[config.mk]
export PLATFORM = sky130hd
export DESIGN_NAME = ppfs_top
export DESIGN_NICKNAME = d
export VERILOG_FILES = /design/src/inc/ppfs_pkg.sv /design/src/ppfs_top.sv
export SDC_FILE = /design/constraint.sdc
export NUM_CORES = 2
export LEC_CHECK = 0
export BUFFER_PORTS_ARGS = -buffer_cell sky130_fd_sc_hd__buf_2
export CAP_MARGIN = 20
export CORE_AREA = 10 10 404 406
export DETAILED_ROUTE_END_ITERATION = 10
export DIE_AREA = 0 0 414 416
export GPL_TIMING_DRIVEN = 0
export PLACE_DENSITY = 0.53
export SLEW_MARGIN = 20
export SYNTH_ARGS = -nofsm -noshare
export SYNTH_HDL_FRONTEND = slang
export SYNTH_SLANG_ARGS = --single-unit
[constraint.sdc]
create_clock -name core_clk_in -period 8.6 [get_ports core_clk_in]
set_clock_uncertainty 0.05 [all_clocks]
set_input_delay 0.43 -clock core_clk_in [delete_from_list [all_inputs] [get_ports core_clk_in]]
set_output_delay 0.43 -clock core_clk_in [all_outputs]
set_load 0.02 [all_outputs]
[src/inc/ppfs_pkg.sv]
// Constants, types and reset values for the port pin function select block.
// Assumes an APB3 master on the system clock and a 32-bit data path.
// ----------------------------------------------------------------------
// How it works
// - Six port register groups, 0x100 apart, first port lowest.
// - Function select at 0x00, pin type at 0x04, both read/write.
// - Pull-up at 0x08 and debounce enable at 0x0C, both read/write.
// - Two-bit function field per pin; 00 is general I/O, else alternate.
// - First port: 11 analog 0-15, 01 SPI on 12-15, 10 timers on 4-7.
// - Second port: 01 motor PWM and protection inputs; 10 timer, watchdog, UART.
// - Third port: 01 debug, reset and serial functions; 11 crystal on 12-13.
// - Third port function select resets with pins 0-4 and 10 at 01.
// - Fourth port: 01 SPI, I2C, UART, converter; 11 sub-osc and analog.
// - Fifth port: 10 UART, timers, I2C; 01 on 11-15 timer copies.
// - Sixth port has six fields; 11 on pins 2-3 analog; upper bits zero.
// - Secondary placements are selected independently through each pin's field.
// - The default function of every pin is its selection after reset.
// - Pin type field per pin: 00 push-pull, 01 open-drain, 10 input, 11 analog.
// - All ports but the third reset every pin type to analog.
// - Third port pin types reset to input, push-pull on 2, else analog.
// - Config writes only after unlock pair 0x15 then 0x51; other value relocks.
// ----------------------------------------------------------------------
package ppfs_pkg;
    // ------------------------------------------------------------------
    // Address map
    // ------------------------------------------------------------------
    localparam int NUM_PORTS = 6;
    localparam logic [15:0] PORT_BASE = 16'h1000;
    localparam logic [15:0] PORT_STRIDE = 16'h0100;
    localparam logic [7:0] OFS_FUNC_SEL = 8'h00;
    localparam logic [7:0] OFS_PIN_TYPE = 8'h04;
    localparam logic [7:0] OFS_PULL_UP = 8'h08;
    localparam logic [7:0] OFS_DEBOUNCE = 8'h0C;
    localparam logic [7:0] OFS_IRQ_EN = 8'h10;
    localparam logic [7:0] OFS_IRQ_STAT = 8'h14;
    localparam logic [7:0] OFS_IRQ_MODE = 8'h18;
    localparam logic [15:0] OFS_UNLOCK = 16'h1FF0;
    localparam logic [7:0] UNLOCK_KEY1 = 8'h15;
    localparam logic [7:0] UNLOCK_KEY2 = 8'h51;
    // ------------------------------------------------------------------
    // Field codes and reset values
    // ------------------------------------------------------------------
    localparam logic [1:0] FUNC_GPIO = 2'h0;
    localparam logic [1:0] FUNC_ALT1 = 2'h1;
    localparam logic [1:0] FUNC_ALT2 = 2'h2;
    localparam logic [1:0] FUNC_ALT3 = 2'h3;
    localparam logic [1:0] TYPE_PUSH_PULL = 2'h0;
    localparam logic [1:0] TYPE_OPEN_DRAIN = 2'h1;
    localparam logic [1:0] TYPE_INPUT = 2'h2;
    localparam logic [1:0] TYPE_ANALOG = 2'h3;
    localparam logic [31:0] FUNC_RST_DEF = 32'h0000_0000;
    localparam logic [31:0] FUNC_RST_PC = 32'h0010_0155;
    localparam logic [31:0] TYPE_RST_DEF = 32'hFFFF_FFFF;
    localparam logic [31:0] TYPE_RST_PC = 32'hFFAF_FE8A;
    localparam logic [31:0] PORTF_MASK = 32'h0000_0FFF;
    localparam logic [31:0] ZERO_RST = 32'h0000_0000;
    localparam int PORTC_IDX = 2;
    localparam int PORTF_IDX = 5;

    // Per-pin digital controls for one port
    typedef struct packed {
        logic [15:0] out_en;
        logic [15:0] in_en;
        logic [15:0] analog_en;
        logic [15:0] open_drain;
    } ppfs_pin_ctl_t;

    // APB slave request
    typedef struct packed {
        logic psel;
        logic penable;
        logic pwrite;
        logic [15:0] paddr;
        logic [31:0] pwdata;
    } ppfs_apb_req_t;
endpackage

[src/ppfs_top.sv]
// Port pin function select block: six port register groups on APB.
// Assumes a synchronous APB3 master on core_clk_in; peripheral muxing
// downstream reads the function and type fields this block exports.
`timescale 1ns/10ps
module ppfs_top (
    input wire logic core_clk_in,
    input wire logic resetn_in,
    input wire logic clk_en_in,
    input wire ppfs_pkg::ppfs_apb_req_t apb_req_in,
    output logic [31:0] prdata_out,
    output logic pready_out,
    output logic pslverr_out,
    output logic unlocked_out,
    output logic [ppfs_pkg::NUM_PORTS*32-1:0] func_sel_out,
    output logic [ppfs_pkg::NUM_PORTS*32-1:0] pin_type_out,
    output logic [ppfs_pkg::NUM_PORTS*16-1:0] pull_up_out,
    output logic [ppfs_pkg::NUM_PORTS*16-1:0] debounce_out,
    output ppfs_pkg::ppfs_pin_ctl_t [ppfs_pkg::NUM_PORTS-1:0] pin_ctl_out
);
    import ppfs_pkg::*;

    typedef enum logic [1:0] {
        LK_LOCKED,
        LK_KEY1_SEEN,
        LK_OPEN
    } ppfs_lock_t;

    // ------------------------------------------------------------------
    // Storage, one word per register per port
    // ------------------------------------------------------------------
    logic [31:0] func_ff [NUM_PORTS];
    logic [31:0] type_ff [NUM_PORTS];
    logic [15:0] pull_ff [NUM_PORTS];
    logic [15:0] deb_ff [NUM_PORTS];
    logic [31:0] irq_en_ff [NUM_PORTS];
    logic [31:0] irq_st_ff [NUM_PORTS];
    logic [31:0] irq_md_ff [NUM_PORTS];
    logic [31:0] prdata_ff;
    logic rd_fresh_ff;
    ppfs_lock_t lock_ff;

    logic acc;
    logic wr;
    logic rd;
    logic hit_unlock;
    logic hit_port;
    logic [2:0] port_idx;
    logic [7:0] reg_ofs;
    logic cfg_we;
    logic [31:0] rd_val;
    logic map_ok;

    // Reset image of the function select per port
    function automatic logic [31:0] func_rst(input int p);
        return (p == PORTC_IDX) ? FUNC_RST_PC : FUNC_RST_DEF;
    endfunction

    // Reset image of the pin type per port
    function automatic logic [31:0] type_rst(input int p);
        if (p == PORTC_IDX) begin
            return TYPE_RST_PC;
        end
        if (p == PORTF_IDX) begin
            return TYPE_RST_DEF & PORTF_MASK;
        end
        return TYPE_RST_DEF;
    endfunction

    // Mask of implemented field bits per port
    function automatic logic [31:0] impl_mask(input int p);
        return (p == PORTF_IDX) ? PORTF_MASK : 32'hFFFF_FFFF;
    endfunction

    // ------------------------------------------------------------------
    // APB decode
    // ------------------------------------------------------------------
    // Writes end in the first access cycle; reads once the word fetched
    // in setup stands on prdata, so the master takes it at ready
    assign acc = apb_req_in.psel & apb_req_in.penable & pready_out;
    assign wr = acc & apb_req_in.pwrite;
    assign rd = acc & ~apb_req_in.pwrite;
    assign hit_unlock = (apb_req_in.paddr == OFS_UNLOCK);
    assign port_idx = 3'(apb_req_in.paddr[10:8]);
    assign reg_ofs = apb_req_in.paddr[7:0];
    assign hit_port = (apb_req_in.paddr[15:11] == PORT_BASE[15:11]) &&
                      (port_idx < 3'(NUM_PORTS));
    assign cfg_we = wr & hit_port & (lock_ff == LK_OPEN);
    assign pready_out = clk_en_in & (apb_req_in.pwrite | rd_fresh_ff);
    assign prdata_out = prdata_ff;
    assign unlocked_out = (lock_ff == LK_OPEN);

    // Read mux and decode check; unmapped offsets answer with an error
    always_comb begin
        rd_val = 32'h0000_0000;
        map_ok = 1'b0;
        if (hit_unlock) begin
            map_ok = 1'b1;
            rd_val = {31'h0000_0000, lock_ff == LK_OPEN};
        end else if (hit_port) begin
            map_ok = 1'b1;
            unique case (reg_ofs)
                OFS_FUNC_SEL: rd_val = func_ff[port_idx];
                OFS_PIN_TYPE: rd_val = type_ff[port_idx];
                OFS_PULL_UP: rd_val = {16'h0000, pull_ff[port_idx]};
                OFS_DEBOUNCE: rd_val = {16'h0000, deb_ff[port_idx]};
                OFS_IRQ_EN: rd_val = irq_en_ff[port_idx];
                OFS_IRQ_STAT: rd_val = irq_st_ff[port_idx];
                OFS_IRQ_MODE: rd_val = irq_md_ff[port_idx];
                default: map_ok = 1'b0;
            endcase
        end
    end

    assign pslverr_out = acc & ~map_ok;

    // Read word fetched in setup, so it already stands at the ready edge;
    // a setup frozen by the clock enable costs one wait cycle instead
    always_ff @(posedge core_clk_in) begin
        if (!resetn_in) begin
            prdata_ff <= ZERO_RST;
            rd_fresh_ff <= 1'b0;
        end else if (clk_en_in && apb_req_in.psel && !apb_req_in.pwrite && !rd_fresh_ff) begin
            prdata_ff <= rd_val;
            rd_fresh_ff <= 1'b1;
        end else if (rd) begin
            rd_fresh_ff <= 1'b0;
        end
    end

    // ------------------------------------------------------------------
    // Write protection sequence
    // ------------------------------------------------------------------
    // Any read between the two keys spoils the sequence
    always_ff @(posedge core_clk_in) begin
        if (!resetn_in) begin
            lock_ff <= LK_LOCKED;
        end else if (wr && hit_unlock) begin
            if (apb_req_in.pwdata[7:0] == UNLOCK_KEY1) begin
                lock_ff <= LK_KEY1_SEEN;
            end else if (apb_req_in.pwdata[7:0] == UNLOCK_KEY2 && lock_ff == LK_KEY1_SEEN) begin
                lock_ff <= LK_OPEN;
            end else begin
                lock_ff <= LK_LOCKED;
            end
        end else if (rd && lock_ff == LK_KEY1_SEEN) begin
            lock_ff <= LK_LOCKED;
        end
    end

    // ------------------------------------------------------------------
    // Configuration registers
    // ------------------------------------------------------------------
    // Each alternate is its own field code, so copies of a signal on
    // several pins are chosen pin by pin
    always_ff @(posedge core_clk_in) begin
        for (int p = 0; p < NUM_PORTS; p++) begin
            if (!resetn_in) begin
                func_ff[p] <= func_rst(p);
                type_ff[p] <= type_rst(p);
                pull_ff[p] <= 16'h0000;
                deb_ff[p] <= 16'h0000;
                irq_en_ff[p] <= ZERO_RST;
                irq_st_ff[p] <= ZERO_RST;
                irq_md_ff[p] <= ZERO_RST;
            end else if (cfg_we && port_idx == 3'(p)) begin
                unique case (reg_ofs)
                    OFS_FUNC_SEL: func_ff[p] <= apb_req_in.pwdata & impl_mask(p);
                    OFS_PIN_TYPE: type_ff[p] <= apb_req_in.pwdata & impl_mask(p);
                    OFS_PULL_UP: pull_ff[p] <= apb_req_in.pwdata[15:0];
                    OFS_DEBOUNCE: deb_ff[p] <= apb_req_in.pwdata[15:0];
                    OFS_IRQ_EN: irq_en_ff[p] <= apb_req_in.pwdata;
                    OFS_IRQ_STAT: irq_st_ff[p] <= apb_req_in.pwdata;
                    OFS_IRQ_MODE: irq_md_ff[p] <= apb_req_in.pwdata;
                    default: ;
                endcase
            end
        end
    end

    // ------------------------------------------------------------------
    // Pin control outputs
    // ------------------------------------------------------------------
    // Per-port alternate routing is done by
    // the peripheral mux from func_sel_out; here only the pad enables
    always_comb begin
        for (int p = 0; p < NUM_PORTS; p++) begin
            func_sel_out[p*32 +: 32] = func_ff[p];
            pin_type_out[p*32 +: 32] = type_ff[p];
            pull_up_out[p*16 +: 16] = pull_ff[p];
            debounce_out[p*16 +: 16] = deb_ff[p];
            for (int n = 0; n < 16; n++) begin
                // Analog wins over any function so the ADC sees a quiet pad
                pin_ctl_out[p].analog_en[n] = (type_ff[p][2*n +: 2] == TYPE_ANALOG);
                pin_ctl_out[p].out_en[n] = (type_ff[p][2*n +: 2] == TYPE_PUSH_PULL) ||
                                           (type_ff[p][2*n +: 2] == TYPE_OPEN_DRAIN);
                pin_ctl_out[p].open_drain[n] = (type_ff[p][2*n +: 2] == TYPE_OPEN_DRAIN);
                pin_ctl_out[p].in_en[n] = (type_ff[p][2*n +: 2] != TYPE_ANALOG);
            end
        end
    end
endmodule // ppfs_top

==> impl_metrics.yaml <==
drt:
  drt-total-wl_mm: 344
  drt_iter0_drc: 8413
  drc: 0
  dr.pass1.iters: 6
  via_count: 46100
  wl_per_cell_um: 44.4
  ant_nets: 0
  viasPerCell: 5.96
clocking:
  htreeDepth: 4
  postCtsSetupRepairBufs: 0
  cts_tree: "done"
  numCtsBuffers: 131
  clock_latency_ps: 810
  clockBufferDepth: 3
  clk_pin_slew_ps: 60
  cts.sinks: 1147
  cts_root_buffer: "clkbuf_16"
yosys:
  ys_warn_count: 0
  synth-simple-area-share_pct: 17.6
  synth_enable_flop_cells: 1112
  ys_ff_latch: 1147
  synthXorXnorAreaFrac_pct: 0
  async_reset_ff_share_pct: 0
  synth_largest_area_cell: "edfxtp_1"
  synth_area_leaders: "edfxtp_1, and2_1, mux2i_1"
  syn_area_mm2: 0.0544
  synth_mux_area_share_pct: 8.55
  synthFlopType: "edfxtp_1"
  yosysTopAreaCellShare_pct: 61.4
  synth_top_family_by_area: "simple AND/OR/NAND/NOR gates"
  syn_area_per_cell_um2: 12.6
  synth_fa_ha_area_share_pct: 0
  synth_cells: 4321
  synth_compound_area_share_pct: 5.98
  ys_seq_area_share_pct: 62.7
  yosysUniqueCellTypes: 62
critical_path:
  crit_chain: "clkbuf_1, buf_2, clkbuf_2, buf_16, clkbuf_1, nand3_1, o21ai_4, buf_16, buf_16"
  critPathMaxStageDelay_ps: 1090
  cp.depth: 9
  cp.required_ps: 9050
  crit_top_cell: "buf_16"
  critPathKind: "input pin to flip-flop"
  worstRegToRegCells: 7
  critPathArrivalTime_ps: 5670
  worst_path_max_delay_cell: "nand3_1"
  crit_family: "buffers and inverters"
  end_kind: "flip-flop"
  crit_buf_inv: 7
  reg2reg_setup_slack_ps: 4090
  worstSetupStartpointType: "input pin"
  worstPathMaxFanout: 15
global_route:
  overflow: 0
  groute.usage.overall_pct: 38.2
  grt_max_degree: 23
  grt_pass1_vias: 42800
  antenna_found_initial: 69
  grt_pass1_wl_mm: 439
run:
  drv_cap: 0
placed_design:
  hpwl_mm: 263
  dp_cells: 7485
  io_buffers: 961
  gp_congestion: 1.02
worst_hold_path:
  min_path_type: "input pin to flip-flop"
  hold-path-cell-count: 2
timing:
  hold_viol_final: 0
  tns_ps: 0
  fmax_mhz: 192
  slew_headroom_pct: 10.7
  drv_slew: 0
  setup_viol: 0
  rsz0062_at_grt: "false"
  period_minus_slack_ps: 5220
  finalCritPeriodShare_pct: 60.7
  worstMarginPinSlew_ps: 1340
  whs_ps: 62.1
die:
  initial_core_util_pct: 35.0
  num_rows: 145
  die_area_mm2: 0.172
  io-pin-count: 1049
  chipWidth_um: 414
  design.core.area_mm2: 0.155
  die_h_um: 416
finish:
  final_cell_mix: "edfxtp_1, buf_2, and2_1, mux2i_1, clkbuf_1"
  fillCellCount: 14600
  stdcell_count: 7741
  multiInputGateArea_mm2: 0.0182
  drive_gt1_share_pct: 27.7
  final_common_cell: "edfxtp_1"
  utilization_pct: 43.9
  area_growth_pct: 25.3
  regArea_mm2: 0.0341
  nNetsFinal: 5617
outcome:
  status: "completed"
power:
  powerDensity_mw_per_mm2: 207
  irDropWorstVdd_v: 0.000228
  leakage_nw: 27.1
## report_power, final
part	total (W)	switching, W	internal (W)
registers	0.00670	0.000312	0.00639
clock network	0.00555	0.00246	0.00308
logic	0.00183	0.00135	0.000478
## state kept, by name, indices dropped and copies added, names as in the netlist
register     flops
type_ff        172
lock_ff          2
func_ff        172
irq_st_ff      192
deb_ff          96
pull_ff         96
rd_fresh_ff      1
prdata_out      32
irq_en_ff      192
irq_md_ff      192
## cells by family after synthesis
logic type	after synthesis
compound gates	506
other cells	2
mux	398
buf+inv	634
simple gates	1634
flops	1147
## path summary, 6_finish.rpt
path | from | endpoint
min reg2reg | prdata_out[30] | prdata_out[30]
max reg2reg | lock_ff[1] | func_ff[2][12]
min | apb_req_in[19] | type_ff[4][19]
max | apb_req_in[41] | func_ff[3][27]
## area by class of cell
class                           count  area share (%)
Inverter                          175           0.964
Timing Repair Buffer             1031            9.32
Tap cell                         2058            3.78
Buffer                            459            3.24
Antenna cell                       15          0.0551
Clock inverter                     62           0.714
Multi-Input combinational cell   2618            26.6
Clock buffer                      176            5.25
Sequential cell                  1147            50.0
## through the flow
stage               worst slack (ps)  total power (W)  area [um2]
CTS                             3790           0.0139       68100
detailed placement              2960          0.00856       64000
floorplan                       3980          0.00745       54700
global route                    3690           0.0142       68100
global placement               -2720          0.00850       62100
finish                          3380           0.0141       68100
## cells in the mapped netlist, types with 33 or more instances
| cell type | count |
|---|---|
| edfxtp_1 | 1112 |
| and2_1 | 964 |
| mux2i_1 | 315 |
| clkbuf_1 | 270 |
| nand2_1 | 198 |
| inv_1 | 174 |
| or3_1 | 170 |
| o21ai_0 | 129 |
| nor2b_1 | 104 |
| o22ai_1 | 102 |
| buf_4 | 85 |
| a21oi_1 | 77 |
| nor2_1 | 62 |
| buf_2 | 56 |
| mux4_2 | 50 |
| a22oi_1 | 47 |
| a211oi_1 | 40 |
| clkbuf_2 | 38 |
| dfxtp_1 | 35 |
| mux2_2 | 33 |
## what timing repair did
item                                    CTS  global route
hold endpoints to repair                  1             0
endpoints found under the setup margin    0             0
hold buffers                              1             0
gates resized for setup                   0             0
## routing by layer
layer | track usage [%] | vias to the layer above | part of all wire (%)
met5 | 0 | - | 0.060
met4 | 22.1 | 30 | 7.1
met3 | 12.9 | 847 | 12
met2 | 59.0 | 3882 | 44
met1 | 46.6 | 23600 | 36
li1 | - | 17800 | -
## worst reg2reg max path, cell delays in order (launching register included)
cell      delay [ps]
dfxtp_1          370
nor2b_1          730
and2_1           250
and3_1           240
nand2_2          410
nor2_2          1130
clkbuf_1         960
and2_1           240
(Power assumes the default switching activity.)
